--- src/inc/tx_clock_reset_pkg.sv ---
/*
  Constants, field widths and state encodings shared by the transmitter
  clock and reset block and its per-lane section.
  Assumes a single 100 MHz core clock that is also the link clock.
*/
package tx_clock_reset_pkg;

  // ----------------------------------------------------------------
  // Sizes
  // ----------------------------------------------------------------
  localparam int NUM_LANES = 4;
  localparam int CHAR_W    = 8;
  localparam int MODE_W    = 2;
  localparam int SYNC_W    = 2;

  // ----------------------------------------------------------------
  // Clocking figures
  // ----------------------------------------------------------------
  localparam int LINK_CLK_PERIOD_NS = 10;
  localparam int LANE_RATE_DIVISOR  = 40;
  localparam int DIRECT_CLK_DIVISOR = 2;

  // ----------------------------------------------------------------
  // Coding sublayer modes
  // ----------------------------------------------------------------
  localparam logic [MODE_W-1:0] MODE_HARD_CODING = 2'h0;
  localparam logic [MODE_W-1:0] MODE_SOFT_CODING = 2'h1;
  localparam logic [MODE_W-1:0] MODE_DIRECT      = 2'h2;

  // ----------------------------------------------------------------
  // Characters and reset values
  // ----------------------------------------------------------------
  localparam logic [CHAR_W-1:0] K_COMMA_CHAR = 8'hbc;
  localparam logic [CHAR_W-1:0] IDLE_CHAR    = 8'h00;
  localparam logic [SYNC_W-1:0] SYNC_RESET   = 2'h0;
  localparam logic [SYNC_W-1:0] SYNC_HELD    = 2'h3;

  // ----------------------------------------------------------------
  // Link state
  // ----------------------------------------------------------------
  typedef enum logic [1:0] {
    LINK_HELD  = 2'b00,
    LINK_COMMA = 2'b01,
    LINK_RUN   = 2'b10
  } link_state_t;

endpackage

--- src/inc/lane_ctrl_if.sv ---
/*
  Carrier between the link controller and one lane section.
  Assumes both ends run on core_clk.
*/
interface lane_ctrl_if;
  import tx_clock_reset_pkg::*;

  logic              coding_rst;
  logic              serializer_rst;
  logic              link_active;
  logic              link_run;
  logic              direct_mode;
  logic [CHAR_W-1:0] user_char;
  logic              par_clk_strobe;
  logic              par_clk;
  logic [CHAR_W-1:0] tx_char;
  logic              tx_is_k;
  logic              serializer_on;
  logic              coding_rst_stat;
  logic              serializer_rst_stat;

  modport ctrl (
    output coding_rst, serializer_rst, link_active, link_run, direct_mode, user_char,
    input  par_clk_strobe, par_clk, tx_char, tx_is_k, serializer_on,
           coding_rst_stat, serializer_rst_stat
  );

  modport lane (
    input  coding_rst, serializer_rst, link_active, link_run, direct_mode, user_char,
    output par_clk_strobe, par_clk, tx_char, tx_is_k, serializer_on,
           coding_rst_stat, serializer_rst_stat
  );
endinterface

--- src/rtl/tx_lane_section.sv ---
/*
  One lane: coding sublayer and analog serializer section reset handling,
  parallel clock strobe and character source.
  Assumes the resets on the carrier are already synchronised to core_clk.
*/
module tx_lane_section
  import tx_clock_reset_pkg::*;
(
  input  wire logic core_clk,
  input  wire logic reset,
  lane_ctrl_if.lane lane
);

  logic phase;

  // ----------------------------------------------------------------
  // Parallel clock
  // ----------------------------------------------------------------
  // parallel clock rate
  always_ff @(posedge core_clk)
  begin
    if (reset || lane.coding_rst)
    begin
      phase               <= 1'b0;
      lane.par_clk_strobe <= 1'b0;
      lane.par_clk        <= 1'b0;
    end
    else
    begin
      phase               <= lane.direct_mode ? ~phase : 1'b0;
      lane.par_clk_strobe <= lane.direct_mode ? ~phase : 1'b1;
      lane.par_clk        <= lane.direct_mode ? ~phase : ~lane.par_clk;
    end
  end

  // ----------------------------------------------------------------
  // Character source
  // ----------------------------------------------------------------
  // coding section held
  always_ff @(posedge core_clk)
  begin
    if (reset || lane.coding_rst || !lane.link_active)
    begin
      lane.tx_char <= IDLE_CHAR;
      lane.tx_is_k <= 1'b0;
    end
    else if (!lane.link_run)
    begin
      lane.tx_char <= K_COMMA_CHAR;
      lane.tx_is_k <= 1'b1;
    end
    else if (!lane.direct_mode || !phase)
    begin
      lane.tx_char <= lane.user_char;
      lane.tx_is_k <= 1'b0;
    end
  end

  // ----------------------------------------------------------------
  // Serializer section
  // ----------------------------------------------------------------
  // serializer held
  always_ff @(posedge core_clk)
  begin
    if (reset || lane.serializer_rst)
      lane.serializer_on <= 1'b0;
    else
      lane.serializer_on <= 1'b1;
  end

  // ----------------------------------------------------------------
  // Reset status back to the controller
  // ----------------------------------------------------------------
  // status report
  always_ff @(posedge core_clk)
  begin
    if (reset)
    begin
      lane.coding_rst_stat     <= 1'b1;
      lane.serializer_rst_stat <= 1'b1;
    end
    else
    begin
      lane.coding_rst_stat     <= lane.coding_rst;
      lane.serializer_rst_stat <= lane.serializer_rst;
    end
  end

endmodule // tx_lane_section

--- src/rtl/tx_clock_reset.sv ---
/*
  Clock and reset front end of a multi-lane serial link transmitter:
  link reset synchronisation, per-lane reset inputs and status, per-lane
  parallel clock strobes and comma stream after link reset release.
  Assumes core_clk is the link clock and the per-lane resets come from an
  external reset controller on an unrelated clock.
*/

module tx_clock_reset
  import tx_clock_reset_pkg::*;
(
  input  wire logic                           core_clk,
  input  wire logic                           reset,
  input  wire logic                           link_rst_n,
  input  wire logic [MODE_W-1:0]              coding_mode,
  input  wire logic                           link_init_go,
  input  wire logic [NUM_LANES-1:0]           coding_rst,
  input  wire logic [NUM_LANES-1:0]           serializer_rst,
  input  wire logic [NUM_LANES*CHAR_W-1:0]    user_chars,
  output logic      [NUM_LANES-1:0]           par_clk_strobe,
  output logic      [NUM_LANES-1:0]           par_clk,
  output logic      [NUM_LANES*CHAR_W-1:0]    tx_chars,
  output logic      [NUM_LANES-1:0]           tx_is_k,
  output logic      [NUM_LANES-1:0]           serializer_on,
  output logic      [NUM_LANES-1:0]           coding_rst_stat,
  output logic      [NUM_LANES-1:0]           serializer_rst_stat,
  output logic                                link_in_reset,
  output logic                                link_sending_comma
);

  // ----------------------------------------------------------------
  // Mode decode
  // ----------------------------------------------------------------
  function automatic logic mode_is_direct(input logic [MODE_W-1:0] mode);
    mode_is_direct = (mode == MODE_DIRECT);
  endfunction

  function automatic logic mode_is_coding(input logic [MODE_W-1:0] mode);
    mode_is_coding = (mode == MODE_HARD_CODING) || (mode == MODE_SOFT_CODING);
  endfunction

  // ----------------------------------------------------------------
  // Declarations
  // ----------------------------------------------------------------
  logic [SYNC_W-1:0] link_rst_sync;
  logic              link_released;
  logic              direct_mode;
  link_state_t       state;
  link_state_t       next_state;
  logic [NUM_LANES-1:0] coding_rst_meta;
  logic [NUM_LANES-1:0] coding_rst_sync;
  logic [NUM_LANES-1:0] serializer_rst_meta;
  logic [NUM_LANES-1:0] serializer_rst_sync;

  lane_ctrl_if lanes [NUM_LANES] ();

  // ----------------------------------------------------------------
  // Link reset synchroniser
  // ----------------------------------------------------------------
  // active-low release sync
  always_ff @(posedge core_clk)
  begin
    if (reset)
      link_rst_sync <= SYNC_RESET;
    else
      link_rst_sync <= {link_rst_sync[0], link_rst_n};
  end

  assign link_released = link_rst_sync[SYNC_W-1];

  // ----------------------------------------------------------------
  // Mode register
  // ----------------------------------------------------------------
  // Unknown encodings keep the previously selected mode timing
  always_ff @(posedge core_clk)
  begin
    if (reset)
      direct_mode <= 1'b0;
    else if (mode_is_direct(coding_mode))
      direct_mode <= 1'b1;
    else if (mode_is_coding(coding_mode))
      direct_mode <= 1'b0;
  end

  // ----------------------------------------------------------------
  // Lane reset synchronisers
  // ----------------------------------------------------------------
  // synchronise per-lane resets; held asserted during reset
  always_ff @(posedge core_clk)
  begin
    if (reset)
    begin
      coding_rst_meta     <= '1;
      coding_rst_sync     <= '1;
      serializer_rst_meta <= '1;
      serializer_rst_sync <= '1;
    end
    else
    begin
      coding_rst_meta     <= coding_rst;
      coding_rst_sync     <= coding_rst_meta;
      serializer_rst_meta <= serializer_rst;
      serializer_rst_sync <= serializer_rst_meta;
    end
  end

  // ----------------------------------------------------------------
  // Link state machine
  // ----------------------------------------------------------------
  always_comb
  begin
    next_state = state;
    case (state)
      LINK_HELD:
      begin
        if (link_released)
          next_state = LINK_COMMA;
      end
      LINK_COMMA:
      begin
        if (!link_released)
          next_state = LINK_HELD;
        else if (link_init_go)
          next_state = LINK_RUN;
      end
      LINK_RUN:
      begin
        if (!link_released)
          next_state = LINK_HELD;
      end
      default:
        next_state = LINK_HELD;
    endcase
  end

  always_ff @(posedge core_clk)
  begin
    if (reset)
      state <= LINK_HELD;
    else
      state <= next_state;
  end

  // ----------------------------------------------------------------
  // Link status outputs
  // ----------------------------------------------------------------
  // comma phase flag
  always_ff @(posedge core_clk)
  begin
    if (reset)
    begin
      link_in_reset      <= 1'b1;
      link_sending_comma <= 1'b0;
    end
    else
    begin
      link_in_reset      <= (next_state == LINK_HELD);
      link_sending_comma <= (next_state == LINK_COMMA);
    end
  end

  // ----------------------------------------------------------------
  // Lane sections
  // ----------------------------------------------------------------
  genvar g;
  generate
    for (g = 0; g < NUM_LANES; g = g + 1)
    begin : gen_lane
      assign lanes[g].coding_rst     = coding_rst_sync[g];
      assign lanes[g].serializer_rst = serializer_rst_sync[g];
      assign lanes[g].link_active    = (state != LINK_HELD);
      assign lanes[g].link_run       = (state == LINK_RUN);
      assign lanes[g].direct_mode    = direct_mode;
      assign lanes[g].user_char      = user_chars[g*CHAR_W +: CHAR_W];

      tx_lane_section u_lane (
        .core_clk (core_clk),
        .reset    (reset),
        .lane     (lanes[g])
      );

      assign par_clk_strobe[g]             = lanes[g].par_clk_strobe;
      assign par_clk[g]                    = lanes[g].par_clk;
      assign tx_chars[g*CHAR_W +: CHAR_W]  = lanes[g].tx_char;
      assign tx_is_k[g]                    = lanes[g].tx_is_k;
      assign serializer_on[g]              = lanes[g].serializer_on;
      assign coding_rst_stat[g]            = lanes[g].coding_rst_stat;
      assign serializer_rst_stat[g]        = lanes[g].serializer_rst_stat;
    end
  endgenerate

endmodule // tx_clock_reset

--- config.mk ---
export PLATFORM = sky130hd
export DESIGN_NAME = tx_clock_reset
export DESIGN_NICKNAME = d
export VERILOG_FILES = /design/src/inc/tx_clock_reset_pkg.sv /design/src/inc/lane_ctrl_if.sv /design/src/rtl/tx_lane_section.sv /design/src/rtl/tx_clock_reset.sv
export SDC_FILE = /design/constraint.sdc
export NUM_CORES = 1
export LEC_CHECK = 0
export BUFFER_PORTS_ARGS = -buffer_cell sky130_fd_sc_hd__buf_2
export CAP_MARGIN = 20
export CORE_UTILIZATION = 50
export CTS_CLUSTER_SIZE = 16
export DETAILED_ROUTE_END_ITERATION = 7
export MAX_ROUTING_LAYER = met4
export PLACE_DENSITY = 0.79
export SLEW_MARGIN = 20
export SYNTH_ARGS = -nofsm -noshare
export SYNTH_HDL_FRONTEND = slang
export SYNTH_SLANG_ARGS = --single-unit
--- constraint.sdc ---
create_clock -name core_clk -period 1.56 [get_ports core_clk]
set_input_delay 0.156 -clock core_clk [delete_from_list [all_inputs] [get_ports core_clk]]
set_output_delay 0.156 -clock core_clk [all_outputs]
set_load 0.05 [all_outputs]
==> impl_metrics.tcl <==
set metrics [dict create \
    globalRouteOverflowTotal 0 \
    synth_edf_count 0 \
    synthToLayoutAreaGrowth_pct 20.5 \
    ys_ff_latch 83 \
    drt-total-wl_um 6350 \
    irDropWorstVdd_mv 0.723 \
    p_sw_w 0.000985 \
    holdCritPathClass "input pin to flop" \
    cts.path.max_buffers 2 \
    yosysWarnings 0 \
    cts_tree "done" \
    clkLatencyLatePin_ps 350 \
    drt-initial-drc-count 137 \
    fin_nets 425 \
    crit_slowest_cell "nor2_1" \
    grt_max_degree 50 \
    ys.flop_type "dfxtp_1" \
    swShare 0.243 \
    async_flop_share 0 \
    floorplan.rows 28 \
    p_int_w 0.00307 \
    max_freq_ghz 0.735 \
    yosysMostFrequentCell "dfxtp_1" \
    htree_levels 3 \
    grt.total_usage 0.201 \
    place.gp.congestion 0.800 \
    cts_resized 0 \
    vias 2407 \
    crit_path_start_kind "flop" \
    dr_wl_met3_um 307 \
    vias_per_cell 5.23 \
    initial_utilization 0.530 \
    r2r_slack_ps 200 \
    grt_pass1_vias 2140 \
    drive_gt1_frac 0.518 \
    clock_power_share 0.388 \
    synth_nets 349 \
    min_period_ps 1360 \
    drv_slew 0 \
    power_w 0.00406 \
    yosysTopAreaCell "dfxtp_1" \
    dp_hpwl_um 4250 \
    fill_cells 501 \
    critPathMaxFanout 18 \
    ant_nets 0 \
    regToRegEndpoint "gen_lane[1].u_lane.lane.tx_char[3]" \
    placedCellCount 434 \
    dieArea_um2 6750 \
    synth_seq_area_share 0.517 \
    synthCells 303 \
    cpPeakStageDelay_ps 420 \
    path_cells "nor2_1 > buf_4 > a311oi_1" \
    p_leak_nw 1.67 \
    met1_length_um 2790 \
    worstSetupEndpoint "gen_lane[1].u_lane.lane.tx_char[3]" \
    final_cells 460 \
    fin_crit_sh 0.872 \
    synth_area_leaders "dfxtp_1 (52%), a21bo_2 (10%), buf_4 (6.1%)" \
    coreArea_um2 6060 \
    routedWlPerCell_um 13.8 \
    rsz0062_at_grt "false" \
    die_w_um 82.2 \
    synth_area_per_cell_um2 10.6 \
    synth.top_cell.area_share 0.517 \
    power_density_nw_per_um2 1050 \
    seq_area_um2 1660 \
    top_layer "met4" \
    min_path_cells 2 \
    die_y_um 82.2 \
    fin_skew_ps 12.1 \
    critPathCaptureType "flop" \
    combPwrFrac 0.075 \
    path_clk_slew_ps 80 \
    startpoint "state[0]" \
    worst_ep_arrival_time_ps 1580 \
    ff2ff_path_depth 3 \
    num_io_pins 104 \
    ys_types 22 \
    clockRootBuffer "clkbuf_8" \
    drc 0 \
    crit_required_ps 1780 \
    crit_type "flop to flop" \
    finalHoldWorstSlack_ps 19.0 \
    final-setup-viol-count 0 \
    maxCapViolCount 0 \
    grt_antenna_before_repair 0 \
    rr_startpoint "state[0]" \
    cts_made_buffers 9 \
    port_buffers 103 \
    drt-pass1-iter-count 4 \
    clock-sinks 83 \
    multi_input_area_um2 1200 \
    grt_pass1_wl_um 9830 \
    pwr-share-seq 0.536 \
    outcome "finished clean" \
    netlist_top_cells_count "dfxtp_1 (83), nand3_1 (36), a21bo_2 (32)" \
    tns_ps 0 \
    synthesis.area_um2 3210 \
    worst_slew_pin_slew_ps 676 \
    slew_headroom 0.548 \
    hold_violations 0 \
    wl_met2_um 3050 \
]
[how the worst min path moves through the flow]
stage | startpoint | to
2_1_floorplan | link_init_go | link_sending_comma
3_3_place_gp | serializer_rst[2] | serializer_rst_meta[2]
3_5_place_dp | coding_rst[0] | coding_rst_meta[0]
4_1_cts | link_rst_n | link_rst_sync[0]
5_1_grt | link_rst_n | link_rst_sync[0]
6_report | link_rst_n | link_rst_sync[0]
[area by class of cell]
cell class | count | area share
flip-flops and latches | 83 | 0.429
multi-input cells | 161 | 0.311
clock buffers | 9 | 0.0320
diodes | 1 | 0.000646
well taps | 75 | 0.0242
clock inverters | 7 | 0.0207
inverters | 4 | 0.00388
repair buffers | 120 | 0.178
[placed cells by master, fill, tap and decap left out, types with 2 or more instances in the layout]
cell type / synthesis / layout
a211oi_1: 10 / 10
nor3b_1: 5 / 5
a21bo_2: 32 / 32
nand2b_1: 2 / 2
nand3_1: 36 / 36
a21oi_1: 5 / 5
a21oi_2: 12 / 12
inv_6: 0 / 3
inv_1: 4 / 4
dfxtp_1: 83 / 82
or4b_4: 4 / 4
a311oi_1: 20 / 20
nor2b_1: 8 / 8
clkbuf_8: 0 / 9
dlygate4sd3_1: 0 / 9
buf_4: 26 / 6
buf_12: 0 / 2
buf_2: 11 / 103
or2_2: 23 / 23
[metal layers]
layer  up-vias  track usage
met5         -            -
met4         0        0.128
met3        15       0.0440
met2        79        0.319
met1      1120        0.230
li1       1193            -
[stage by stage]
stage	worst slack (ps)	utilization	cell area, µm²
5_1_grt	90.6	0.639	3870
4_1_cts	225	0.639	3870
3_3_place_gp	300	0.590	3580
3_5_place_dp	236	0.590	3580
2_1_floorplan	417	-	3210
6_report	200	0.639	3870
[power groups by stage]
stage	Combinational (W)	Sequential (W)	Clock, W
2_1_floorplan	0.000215	0.00223	0
3_3_place_gp	0.000283	0.00222	0
3_5_place_dp	0.000290	0.00222	0
4_1_cts	0.000308	0.00217	0.00161
5_1_grt	0.000330	0.00218	0.00171
6_report	0.000306	0.00217	0.00158
[kinds of logic (layout without fill, tap and decap cells)]
logic type	Yosys count	in the layout	share of synthesized area
flip-flops	83	83	0.517
buffers and inverters	59	140	0.108
other	0	1	0
AND/OR/NAND/NOR	81	81	0.155
AO/OA/AOI/OAI	80	80	0.220
[timing repair]
| action | 4_1_cts | 5_1_grt |
|---|---|---|
| buffers inserted | 0 | 0 |
| hold buffers | 9 | 0 |
| hold endpoints to repair | 10 | 0 |
[worst max-delay path: cells and delay by family, from the launching register on]
| family | cells | cell delay [ps] |
|---|---|---|
| AO/OA/AOI/OAI | 1 | 70 |
| buffers and inverters | 1 | 330 |
| flip-flops | 1 | 410 |
| AND/OR/NAND/NOR | 1 | 420 |
[state kept, by name (all words and copies together) (netlist names), 2 cells and up]
signal,cells
gen_lane.u_lane.lane.tx_is_k,4
gen_lane.u_lane.lane.tx_char,32
gen_lane.u_lane.lane.serializer_on,4
gen_lane.u_lane.lane.par_clk_strobe,4
gen_lane.u_lane.lane.serializer_rst_stat,4
gen_lane.u_lane.lane.par_clk,4
gen_lane.u_lane.phase,4
gen_lane.u_lane.lane.coding_rst_stat,4
serializer_rst_sync,4
serializer_rst_meta,4
state,2
coding_rst_sync,4
coding_rst_meta,4
link_rst_sync,2
Power figures use the tool's default switching activity.
